### config.mk
export PLATFORM = sky130hd
export DESIGN_NAME = pwmps_top
export DESIGN_NICKNAME = d
export VERILOG_FILES = /design/src/core/pwmps_pkg.sv /design/src/core/pwmps_top.sv
export SDC_FILE = /design/constraint.sdc
export NUM_CORES = 2
export LEC_CHECK = 0
export ABC_CLOCK_PERIOD_IN_PS = 36900
export BUFFER_PORTS_ARGS = -buffer_cell sky130_fd_sc_hd__buf_2
export CAP_MARGIN = 20
export CORE_MARGIN = 2
export CORE_UTILIZATION = 54
export CTS_CLUSTER_DIAMETER = 50
export DETAILED_ROUTE_END_ITERATION = 16
export HOLD_SLACK_MARGIN = 0.1
export PLACE_DENSITY = 0.7
export SLEW_MARGIN = 20
export SYNTH_ARGS = -nofsm -noshare
export SYNTH_HDL_FRONTEND = slang
export SYNTH_SLANG_ARGS = --single-unit
export TNS_END_PERCENT = 10
### constraint.sdc
create_clock -name i_core_clk -period 36.9 [get_ports i_core_clk]
set_input_delay 1.845 -clock i_core_clk [delete_from_list [all_inputs] [get_ports i_core_clk]]
set_output_delay 1.845 -clock i_core_clk [all_outputs]
set_load 0.05 [all_outputs]
### src/core/pwmps_pkg.sv
package pwmps_pkg;
  // channel counts
  localparam int NUM_CH = 10;
  localparam int ALT_CH = 8;
  // register byte offsets
  localparam logic [7:0] OFF_CTRL = 8'h00;
  localparam logic [7:0] OFF_DATA = 8'h04;
  localparam logic [7:0] OFF_EN = 8'h08;
  localparam logic [7:0] OFF_STAT = 8'h0c;
  // control register fields
  localparam int CTRL_SEL_LSB = 0;
  localparam int CTRL_LOC_LSB = 4;
  // local select codes, 1x is delay
  localparam logic [1:0] LOC_DUTY = 2'h0;
  localparam logic [1:0] LOC_CFG = 2'h1;
  // channel configuration fields
  localparam int CFG_W = 10;
  localparam int CFG_RES_LSB = 0;
  localparam int CFG_PS_LSB = 4;
  localparam int CFG_INV_BIT = 6;
  localparam int CFG_ALT_BIT = 7;
  localparam int CFG_CLK_LSB = 8;
  // clock source codes, 2'h3 also external
  localparam logic [1:0] CLK_CORE = 2'h0;
  localparam logic [1:0] CLK_PERIPH = 2'h1;
  localparam logic [1:0] CLK_EXT = 2'h2;
  // resolution and slot arithmetic
  localparam logic [4:0] RES_BASE = 5'h07;
  localparam logic [4:0] RES_MAX = 5'h10;
  localparam logic [3:0] RES_CODE_MAX = 4'h9;
  localparam logic [4:0] PS_REF = 5'h0a;
  localparam logic [3:0] SLOT_EXP_MAX = 4'h9;
  // reset values
  localparam logic [15:0] DUTY_RST = 16'h0000;
  localparam logic [9:0] CFG_RST = 10'h000;
  localparam logic [15:0] DLY_RST = 16'h0000;
endpackage

### src/core/pwmps_top.sv
// Our own choices: the APB register port and the register offsets.
`timescale 1ns/100ps
////////////////////////////////////////////////////////////////////////////////
// Notes on behaviour
// - ten channels, sixteen bits, separately enabled
// - three local registers per channel
// - data port writes selected channel's register
// - local select: duty, config, delay
// - channel select advances after data access
// - channel clock: core, peripheral or external
// - frame lasts two-to-the-N channel clocks
// - duty compare uses low N bits
// - output high until count equals duty
// - resolution seven to sixteen, invertible
// - channels 0-7 may use alternate pin
// - resolution codes above nine give sixteen
// - two-bit spreading option picks slot count
// - slots two-to-(N-10+option), at least one
// - frame split into equal slots
// - delta-sigma spreads remainder over slots
// - eight-slot extra counts follow fixed order
// - output rate follows channel clock source
module pwmps_top (
  // clock and reset
  input wire logic i_core_clk,
  input wire logic i_rst,
  // apb slave
  input wire logic i_psel,
  input wire logic i_penable,
  input wire logic i_pwrite,
  input wire logic [7:0] i_paddr,
  input wire logic [31:0] i_pwdata,
  output logic [31:0] o_prdata,
  output logic o_pready,
  output logic o_pslverr,
  // external channel clock pin
  input wire logic i_ext_clk,
  // channel outputs
  output logic [pwmps_pkg::NUM_CH-1:0] o_pwm_main,
  output logic [pwmps_pkg::ALT_CH-1:0] o_pwm_alt
);
  localparam int NC = pwmps_pkg::NUM_CH;
  localparam int NA = pwmps_pkg::ALT_CH;
  localparam int CW = pwmps_pkg::CFG_W;

  //////////////////////////////////////////////////////////////////////////////
  // register state
  logic [3:0] sel;
  logic [1:0] loc;
  logic [NC-1:0] ch_en;
  logic [15:0] duty [NC];
  logic [CW-1:0] cfg [NC];
  logic [15:0] dly [NC];
  // channel state
  logic [15:0] pos [NC];
  logic [9:0] acc [NC];
  logic [15:0] dact [NC];
  wire [NC-1:0] restart;
  wire [NC-1:0] pin_main;
  wire [NA-1:0] pin_alt;

  //////////////////////////////////////////////////////////////////////////////
  // apb decode
  wire setup = i_psel & ~i_penable;
  wire done = i_psel & i_penable & o_pready;
  wire wr = done & i_pwrite;
  wire hit_ctrl = i_paddr == pwmps_pkg::OFF_CTRL;
  wire hit_data = i_paddr == pwmps_pkg::OFF_DATA;
  wire hit_en = i_paddr == pwmps_pkg::OFF_EN;
  wire hit_stat = i_paddr == pwmps_pkg::OFF_STAT;
  wire mapped = hit_ctrl | hit_data | hit_en | hit_stat;
  wire sel_ok = sel < 4'(NC);
  wire [3:0] sel_ix = sel_ok ? sel : 4'h0;
  wire [3:0] sel_inc = (sel >= 4'(NC - 1)) ? 4'h0 : sel + 4'h1;
  // local register read selection
  wire [15:0] loc_rd = !sel_ok ? 16'h0000 :
                       (loc == pwmps_pkg::LOC_DUTY) ? duty[sel_ix] :
                       (loc == pwmps_pkg::LOC_CFG) ? {6'h00, cfg[sel_ix]} :
                       dly[sel_ix];
  wire [31:0] rd_mux = hit_ctrl ? {26'h0, loc, sel} :
                       hit_data ? {16'h0000, loc_rd} :
                       hit_en ? {22'h0, ch_en} :
                       hit_stat ? {14'h0, o_pwm_alt, o_pwm_main} : 32'h0;

  // no wait state: ready rises in the first access-phase cycle
  always_ff @(posedge i_core_clk or posedge i_rst) begin
    if (i_rst) begin
      o_pready <= 1'b0;
      o_prdata <= 32'h0;
      o_pslverr <= 1'b0;
    end else begin
      o_pready <= setup;
      if (setup) begin
        o_prdata <= i_pwrite ? 32'h0 : rd_mux;
        o_pslverr <= ~mapped;
      end
    end
  end

  // control, pointer and enables
  always_ff @(posedge i_core_clk or posedge i_rst) begin
    if (i_rst) begin
      sel <= 4'h0;
      loc <= 2'h0;
      ch_en <= '0;
    end else begin
      if (wr & hit_ctrl) begin
        sel <= i_pwdata[pwmps_pkg::CTRL_SEL_LSB +: 4];
        loc <= i_pwdata[pwmps_pkg::CTRL_LOC_LSB +: 2];
      end else if (done & hit_data) begin
        sel <= sel_inc;
      end
      if (wr & hit_en) begin
        ch_en <= i_pwdata[NC-1:0];
      end
    end
  end

  //////////////////////////////////////////////////////////////////////////////
  // channel clock enables
  logic ext_s1, ext_s2, ext_s3, per_tog;
  wire ext_rise = ext_s2 & ~ext_s3;
  wire [3:0] src_tick = {ext_rise, ext_rise, per_tog, 1'b1};

  // pin sync and half-rate peripheral enable
  always_ff @(posedge i_core_clk or posedge i_rst) begin
    if (i_rst) begin
      ext_s1 <= 1'b0;
      ext_s2 <= 1'b0;
      ext_s3 <= 1'b0;
      per_tog <= 1'b0;
    end else begin
      ext_s1 <= i_ext_clk;
      ext_s2 <= ext_s1;
      ext_s3 <= ext_s2;
      per_tog <= ~per_tog;
    end
  end

  //////////////////////////////////////////////////////////////////////////////
  // channels
  for (genvar c = 0; c < NC; c++) begin : g_ch
    wire wr_me = wr & hit_data & (sel == 4'(c));
    wire [3:0] rc = cfg[c][pwmps_pkg::CFG_RES_LSB +: 4];
    wire [1:0] ps = cfg[c][pwmps_pkg::CFG_PS_LSB +: 2];
    wire [1:0] cs = cfg[c][pwmps_pkg::CFG_CLK_LSB +: 2];
    wire inv = cfg[c][pwmps_pkg::CFG_INV_BIT];
    // resolution and slot exponent
    wire [4:0] n = (rc > pwmps_pkg::RES_CODE_MAX) ? pwmps_pkg::RES_MAX :
                   pwmps_pkg::RES_BASE + {1'b0, rc};
    wire [4:0] ne = n + {3'h0, ps};
    wire [3:0] k = (ne > pwmps_pkg::PS_REF) ?
                   4'(ne - pwmps_pkg::PS_REF) : 4'h0;
    wire [4:0] sl = n - {1'b0, k};
    // masks for frame, slot and slot count
    wire [15:0] fmask = ~(16'hffff << n);
    wire [15:0] smask = ~(16'hffff << sl);
    wire [9:0] rmask = ~(10'h3ff << k);
    wire [10:0] snum = {1'b0, rmask} + 11'h001;
    // quotient and remainder of the duty
    wire [15:0] dm = dact[c] & fmask;
    wire [15:0] q = dm >> k;
    wire [9:0] r = dm[9:0] & rmask;
    // current slot takes an extra count when accumulator plus remainder reaches the slot count
    wire [10:0] sum = {1'b0, acc[c]} + {1'b0, r};
    wire over = sum >= snum;
    // slot position and compare
    wire [15:0] spos = pos[c] & smask;
    wire [16:0] hc = {1'b0, q} + {16'h0000, over};
    wire hi = {1'b0, spos} < hc;
    wire tick = src_tick[cs];
    wire fend = pos[c] == fmask;
    wire send = spos == smask;
    assign restart[c] = ~ch_en[c] | (tick & fend);
    assign pin_main[c] = ch_en[c] & (hi ^ inv);

    // local registers of this channel
    always_ff @(posedge i_core_clk or posedge i_rst) begin
      if (i_rst) begin
        duty[c] <= pwmps_pkg::DUTY_RST;
        cfg[c] <= pwmps_pkg::CFG_RST;
        dly[c] <= pwmps_pkg::DLY_RST;
      end else if (wr_me) begin
        if (loc == pwmps_pkg::LOC_DUTY) begin
          duty[c] <= i_pwdata[15:0];
        end else if (loc == pwmps_pkg::LOC_CFG) begin
          cfg[c] <= i_pwdata[CW-1:0];
        end else begin
          dly[c] <= i_pwdata[15:0];
        end
      end
    end

    // frame counter and dither accumulator
    always_ff @(posedge i_core_clk or posedge i_rst) begin
      if (i_rst) begin
        pos[c] <= 16'h0000;
        acc[c] <= 10'h000;
        dact[c] <= pwmps_pkg::DUTY_RST;
      end else if (restart[c]) begin
        pos[c] <= 16'h0000;
        acc[c] <= 10'h000;
        dact[c] <= duty[c];
      end else if (tick) begin
        pos[c] <= pos[c] + 16'h0001;
        if (send) begin
          acc[c] <= over ? 10'(sum - snum) : sum[9:0];
        end
      end
    end

    // pin routing for channels with a second pin
    if (c < NA) begin : g_alt
      wire alt = cfg[c][pwmps_pkg::CFG_ALT_BIT];
      assign pin_alt[c] = pin_main[c] & alt;
    end
  end

  // registered outputs
  always_ff @(posedge i_core_clk or posedge i_rst) begin
    if (i_rst) begin
      o_pwm_main <= '0;
      o_pwm_alt <= '0;
    end else begin
      o_pwm_main <= pin_main & ~{2'h0, pin_alt};
      o_pwm_alt <= pin_alt;
    end
  end
endmodule

# Word level (Yosys, flattened, before mapping)
# Cells that the tools add are included.
[word_totals] ff_bits=912 in_bits=46
[op_classes] n_addsub=91 n_lt_le_gt_ge=53 n_eq_ne=33 shifts=40 n_mux=121 bitwise_logic=149 reduce_logical=64
[ops] op="$mux W16" n=27
[ops] op="$mux W10" n=42
[ops] op="$and A16 B16 Y16" n=20
[ops] op="$eq A16 B16 Y1" n=20
[ops] op="$not A16 Y16" n=20
[ops] op="$shl A16 B5 Y16 const A" n=20
[ops] op="$add A16 B1 Y17" n=10
[ops] op="$lt A16 B17 Y1" n=10
[ops] op="$add A16 B1 Y16 const B" n=10
[ops] op="$shr A16 B4 Y16" n=10
[ops] op="$bmux W16 S4" n=2
[ops] op="$add A10 B1 Y11 const B" n=10
[ops] op="$add A10 B10 Y11" n=10
[ops] op="$and A10 B10 Y10" n=11
[ops] op="$ge A11 B11 Y1" n=10
[ops] op="$not A10 Y10" n=10
[ops] op="$shl A10 B4 Y10 const A" n=10
[ops] op="$sub A10 B10 Y10" n=10
[ops] op="$mux W18" n=5
[ops] op="$reduce_and A3 Y1" n=20
[ops] op="$mux W4" n=14
[ops] op="$add A3 B4 Y5 const A" n=10
[ops] op="$add A5 B2 Y5" n=10
[ops] op="$gt A5 B4 Y1 const B" n=10
[ops] op="other kinds (30)" n=220

# Depth between registers and ports, before layout
[depth] depth_word=17 depth_mapped=63 depth_no_buf=56

# Least setup slack after synthesis
# No wires, ideal clock.
[synth_path] path_type="reg-to-reg" startpoint="register cfg[10] (netlist bit)" endpoint="register o_pwm_main[8] (netlist bit)" setup_ns=0.119 t_arrival_ns=10.376 path_slack_ns=26.405 stages_incl_launch_ff=61 n_path_buf=7 period_less_slack_ns=10.495 cell_sequence="dfrtp_1 -> clkbuf_1 -> clkbuf_1 -> inv_1 -> ha_1 -> clkbuf_1 -> clkbuf_1 -> clkbuf_1 -> nor2_1 -> o21ai_0 -> and2_1 -> ha_1 -> fa_1 -> a21boi_0 -> or2_2 -> ha_1 -> inv_1 -> o211a_1 -> [25 not listed] -> ha_1 -> ha_1 -> nand2_1 -> a211oi_1 -> a32oi_1 -> nor4b_2 -> nand3_1 -> xor2_1 -> ha_1 -> nor2b_1 -> o21ai_0 -> nand2_1 -> nor4_1 -> a31oi_1 -> nor2_1 -> a41oi_1 -> xnor2_1 -> and2_1"
[synth_via] elab_chain_cells=15 word_cells_on_any_way=26 classes_between="7 x add/sub; 4 x order compare; 4 x shift; 2 x mux; 9 x bitwise"
[synth_lines] element="start, declared" line_no="pwmps_top.sv:52" source="logic [CW-1:0] cfg [NC];"
[synth_lines] element="start signal, assigned by index" line_no="pwmps_top.sv:181" source="cfg[c] <= pwmps_pkg::CFG_RST;"
[synth_lines] element="start signal, assigned by index" line_no="pwmps_top.sv:187" source="cfg[c] <= i_pwdata[CW-1:0];"
[synth_lines] element="$add A3 B4 Y5 / $gt A4 B4 Y1 (equally long branches)" line_no="pwmps_top.sv:150, pwmps_top.sv:149"
[synth_lines] element="$mux W5 *" line_no="pwmps_top.sv:149" source="wire [4:0] n = (rc > pwmps_pkg::RES_CODE_MAX) ? pwmps_pkg::RES_MAX :"
[synth_lines] element="$add A5 B2 Y5" line_no="pwmps_top.sv:151" source="wire [4:0] ne = n + {3'h0, ps};"
[synth_lines] element="$sub A4 B4 Y4 / $gt A5 B4 Y1 (equally long branches)" line_no="pwmps_top.sv:153, pwmps_top.sv:152"
[synth_lines] element="$mux W4" line_no="pwmps_top.sv:152" source="wire [3:0] k = (ne > pwmps_pkg::PS_REF) ?"
[synth_lines] element="$shl A10 B4 Y10" line_no="pwmps_top.sv:158" source="wire [9:0] rmask = ~(10'h3ff << k);"
[synth_lines] element="$not A10 Y10" line_no="pwmps_top.sv:158"
[synth_lines] element="$and A10 B10 Y10" line_no="pwmps_top.sv:163" source="wire [9:0] r = dm[9:0] & rmask;"
[synth_lines] element="$add A10 B10 Y11" line_no="pwmps_top.sv:165" source="wire [10:0] sum = {1'b0, acc[c]} + {1'b0, r};"
[synth_lines] element="$ge A11 B11 Y1" line_no="pwmps_top.sv:166" source="wire over = sum >= snum;"
[synth_lines] element="$add A16 B1 Y17" line_no="pwmps_top.sv:169" source="wire [16:0] hc = {1'b0, q} + {16'h0000, over};"
[synth_lines] element="$lt A16 B17 Y1 *" line_no="pwmps_top.sv:170" source="wire hi = {1'b0, spos} < hc;"
[synth_lines] element="$xor A1 B1 Y1 *" line_no="pwmps_top.sv:175" source="assign pin_main[c] = ch_en[c] & (hi ^ inv);"
[synth_lines] element="$and A1 B1 Y1 *" line_no="pwmps_top.sv:175"
[synth_lines] element="named net pin_main[8]" line_no="pwmps_top.sv:59" source="wire [NC-1:0] pin_main;"
[synth_lines] element="$and A10 B10 Y10 *" line_no="pwmps_top.sv:225" source="o_pwm_main <= pin_main & ~{2'h0, pin_alt};"
[synth_lines] element="end signal, assigned" line_no="pwmps_top.sv:225"
[synth_lines] element="end, declared" line_no="pwmps_top.sv:39" source="output logic [pwmps_pkg::NUM_CH-1:0] o_pwm_main,"
# The timed path passes the listed nets; every way through them passes the cells marked *.
# A chain may end at the register's enable or synchronous reset.

# Final worst setup path
[layout_path] startpoint="register cfg[21] (netlist bit)" endpoint="register o_pwm_alt[7] (netlist bit)"
[layout_via] elab_chain_cells=15 word_cells_on_any_way=26 classes_between="7 x add/sub; 4 x order compare; 4 x shift; 2 x mux; 9 x bitwise"
[layout_lines] element="$add A3 B4 Y5 / $gt A4 B4 Y1 (equally long branches)" line_no="pwmps_top.sv:150, pwmps_top.sv:149"
[layout_lines] element="$mux W5 *" line_no="pwmps_top.sv:149"
[layout_lines] element="$add A5 B2 Y5" line_no="pwmps_top.sv:151"
[layout_lines] element="$sub A4 B4 Y4 / $gt A5 B4 Y1 (equally long branches)" line_no="pwmps_top.sv:153, pwmps_top.sv:152"
[layout_lines] element="$mux W4" line_no="pwmps_top.sv:152"
[layout_lines] element="$shl A10 B4 Y10" line_no="pwmps_top.sv:158"
[layout_lines] element="$not A10 Y10" line_no="pwmps_top.sv:158"
[layout_lines] element="$and A10 B10 Y10" line_no="pwmps_top.sv:163"
[layout_lines] element="$add A10 B10 Y11" line_no="pwmps_top.sv:165"
[layout_lines] element="$ge A11 B11 Y1" line_no="pwmps_top.sv:166"
[layout_lines] element="$add A16 B1 Y17" line_no="pwmps_top.sv:169"
[layout_lines] element="$lt A16 B17 Y1 *" line_no="pwmps_top.sv:170"
[layout_lines] element="$xor A1 B1 Y1 *" line_no="pwmps_top.sv:175"
[layout_lines] element="$and A1 B1 Y1 *" line_no="pwmps_top.sv:175"
[layout_lines] element="$and A1 B1 Y1 *" line_no="pwmps_top.sv:215" source="assign pin_alt[c] = pin_main[c] & alt;"
[layout_lines] element="named net pin_alt[7]" line_no="pwmps_top.sv:60" source="wire [NA-1:0] pin_alt;"
[layout_lines] element="end signal, assigned" line_no="pwmps_top.sv:226" source="o_pwm_alt <= pin_alt;"
[layout_lines] element="end, declared" line_no="pwmps_top.sv:40" source="output logic [pwmps_pkg::ALT_CH-1:0] o_pwm_alt"
# Marked as above.

==> impl_metrics.toml <==
[timing]
max-slew-margin-rel_pct = 30.3
setup-tns-final_ns = 0
fin_crit_sh_pct = 34.6
maxClockFrequency_mhz = 78.3
fin_crit_ns = 12.77
worst_slew_pin_slew_ns = 1.05
final.hold.worst_slack_ns = 0.381
timing_max_transition_violations_final = 0
timing.final.setup_violations = 0
timing_hold_violations_final = 0
grt_setup_unrepaired = "no"
worst_clock_skew_ns = 0.0790

[synth]
syn_area_um2 = 82500
synthDominantAreaCellType = "sky130_fd_sc_hd__dfrtp_1"
ys_ff_latch = 898
synthFlopType = "sky130_fd_sc_hd__dfrtp_1"
synthTopCellsByCount = "973 x sky130_fd_sc_hd__nor2_1, 898 x sky130_fd_sc_hd__dfrtp_1, 869 x sky130_fd_sc_hd__nand2_1"
synth.top_cell.area_share_pct = 27.2
synth_warnings = 0
synthMostInstantiatedCell = "sky130_fd_sc_hd__nor2_1"
ys_async_rst_share_pct = 100
synth_enable_flop_cells = 0
post_synth_inst_count = 9838
synth_sequential_area_ratio_pct = 27.2
synth.avg_cell_area_um2 = 8.38
synth.area.top_cells = "sky130_fd_sc_hd__dfrtp_1 27%, sky130_fd_sc_hd__mux2_2 8.3%, sky130_fd_sc_hd__ha_1 7.4%"
number_of_unique_standard_cell_types_used_by_synthesis = 128

[setup_path]
critical_path_buf_inv_count = 6
timing.rr.end = "o_pwm_alt[7]"
worst_setup_sp_type = "register"
worst-path-stages = 47
worstPathArrival_ns = 13.39
crit_top_cell = "sky130_fd_sc_hd__ha_1"
critical_path.endpoint = "o_pwm_alt[7]"
critical_path.reg2reg.startpoint = "cfg[21]"
slowest_delay_ns = 0.74
timing.critical_path.to_type = "register"
path_class = "register to register"
top_delay_family_on_crit_path = "compound AO/OA/AOI/OAI gates"
critical_path_peak_fanout = 24
worst_path_max_delay_cell = "sky130_fd_sc_hd__ha_1"
rr_worst_depth = 47
critical_path_required_ns = 37.52
worst_setup_path_startpoint = "cfg[21]"
rrSetupSlack_ns = 24.13

[clock_network]
cts_hold_repair.buffers = 0
insertion_delay_ns = 0.80
cts.path.max_buffers = 3
cts_htree_levels = 3
clk_pin_slew_ns = 0.06
post_cts_buffers = 0
cts-buffers-inserted = 117
clock-root-buffer = "sky130_fd_sc_hd__clkbuf_16"
tritoncts_clock_tree = "yes"
cts_resized = 0
clock_sink_count = 898

[drt]
routed_length_per_placed_instance_um = 23.4
post_drt_via_cell_ratio = 6.59
detailroute.via_count = 77000
finalWirelength_um = 274000
drc = 0
route.antenna.remaining_nets = 0
drt-pass1-iter-count = 7
drt_first_iter_violations = 8541

[place]
numPortBuffers = 67
placement.cell_area_um2 = 84000
place_congestion = 1.01
hpwlAfterDp_um = 205000
place_inst = 11500

[layout]
final_core_util_pct = 58.2
filler_free_cell_count_of_the_finished_design = 11700
post-route-cell-area_um2 = 88300
layout-drive-gt1-share_pct = 13.4
total_nets_final = 10100
nFillCells = 13700
flow.area_growth_from_synthesis_pct = 7.10

[floorplanning]
floorplan.die.width_um = 395
die_area_um2 = 156000
dieHeight_um = 395
fp-row-count = 143
pin_count = 98
start_util_pct = 54.4
placeableCoreArea_um2 = 152000

[hold_path]
hold_depth = 0
hold_class = "register to register"

[grt]
grt_start_max_net_pins = 173
global_route.usage.total_pct = 34.2
globalRoute.totalOverflow = 0
grt_pass1_wl_um = 427000
grt_pass1_vias = 73100
number_of_antenna_violations_at_the_first_check_in_global_routing = 20

[power_and_ir_drop]
power_leakage_nw = 38.3
peakVddDrop_v = 0.0000432
power-per-cell-area_nw_per_um2 = 25.6

[run_status]
result_of_the_run = "complete, no violations"

[run]
cap_viol_max_count = 0
[per-layer routing]
layer	up-vias	GRT usage [%]	wire length, um	share of wire (%)
li1	35400	-	-	-
met5	-	0	85	0.031
met1	37600	47.6	117000	43
met2	3364	52.5	121000	44
met4	12	13.0	11900	4.3
met3	599	6.58	24400	8.9
[worst min path at each step]
| stage | start | end | slack, ns |
|---|---|---|---|
| 2_1_floorplan | ext_s1 | ext_s2 | 0.33 |
| 6_report | ext_s2 | ext_s3 | 0.38 |
| 4_1_cts | ext_s2 | ext_s3 | 0.39 |
| 5_1_grt | ext_s2 | ext_s3 | 0.41 |
| 3_3_place_gp | ext_s2 | ext_s3 | 0.37 |
| 3_5_place_dp | ext_s2 | ext_s3 | 0.37 |
[worst register-to-register path, delay by kind of cell, from the launching register on]
kind | cells | cell delay [ns]
flip-flops | 1 | 0.57
adder cells (fa/ha/maj) | 7 | 3.24
AO/OA/AOI/OAI | 18 | 3.86
buffers and inverters | 6 | 1.38
XOR/XNOR | 3 | 0.42
AND/OR/NAND/NOR | 11 | 2.42
multiplexers | 2 | 0.78
[cells in the final DEF, fill, tap and decap left out, types with 106 or more instances in the layout]
cell	instances
sky130_fd_sc_hd__nor2b_1	140
sky130_fd_sc_hd__nor2_1	972
sky130_fd_sc_hd__nand3_1	325
sky130_fd_sc_hd__xnor2_1	342
sky130_fd_sc_hd__a21oi_1	569
sky130_fd_sc_hd__clkbuf_16	117
sky130_fd_sc_hd__o211ai_1	106
sky130_fd_sc_hd__nand2_1	868
sky130_fd_sc_hd__nand2b_1	138
sky130_fd_sc_hd__ha_1	485
sky130_fd_sc_hd__and2_1	118
sky130_fd_sc_hd__a31oi_1	113
sky130_fd_sc_hd__xor2_1	203
sky130_fd_sc_hd__buf_4	129
sky130_fd_sc_hd__dfrtp_1	898
sky130_fd_sc_hd__a211oi_1	192
sky130_fd_sc_hd__o21ai_0	526
sky130_fd_sc_hd__mux2i_1	178
sky130_fd_sc_hd__nor3_1	203
sky130_fd_sc_hd__nand4_1	156
sky130_fd_sc_hd__a21o_1	123
sky130_fd_sc_hd__mux2_2	610
sky130_fd_sc_hd__inv_1	433
[area by class of cell]
cell class	count	area, um2	share of cell area (%)
Antenna cell	10	25.0	0.0283
Timing Repair Buffer	202	1400	1.59
Tap cell	2030	2540	2.88
Clock inverter	70	1010	1.14
Inverter	454	1710	1.94
Multi-Input combinational cell	7881	55900	63.3
Clock buffer	148	3240	3.67
Sequential cell	898	22500	25.4
[where the power goes]
part           switching, mW  internal, mW  leakage, nW
combinational         0.0437       0.00638         23.8
sequential          0.000699         0.985         12.5
clock                  0.511         0.713         2.06
total                  0.556          1.70         38.3
[logic make-up (layout without fill, tap and decap cells)]
group,count (synthesis),count (layout),share of synthesized area [%]
AOI/OAI and AO/OA,2553,2553,20.9
xor gates and xnor gates,549,549,5.89
adders and majority gates,512,512,7.98
buffers and inverters,1072,874,5.12
DFF,898,898,27.2
muxes,884,884,13.1
other,1,24,0.00455
and+or+nand+nor,3369,3369,19.8
[registers in the layout, indices dropped and copies added (netlist names), 2 cells and up]
register	cells
dact	160
dly	160
duty	160
acc	100
cfg	100
sel	4
o_pwm_alt	8
pos	160
o_pwm_main	10
o_prdata	18
loc	2
ch_en	10
[stage by stage]
step	worst slack [ns]	power [mW]
after CTS	24.44	2.27
after detailed placement	24.49	1.05
after floorplan	9.81	1.04
after global placement	24.58	1.05
final	24.13	2.26
after global routing	23.31	2.32
(Power assumes the default switching activity.)
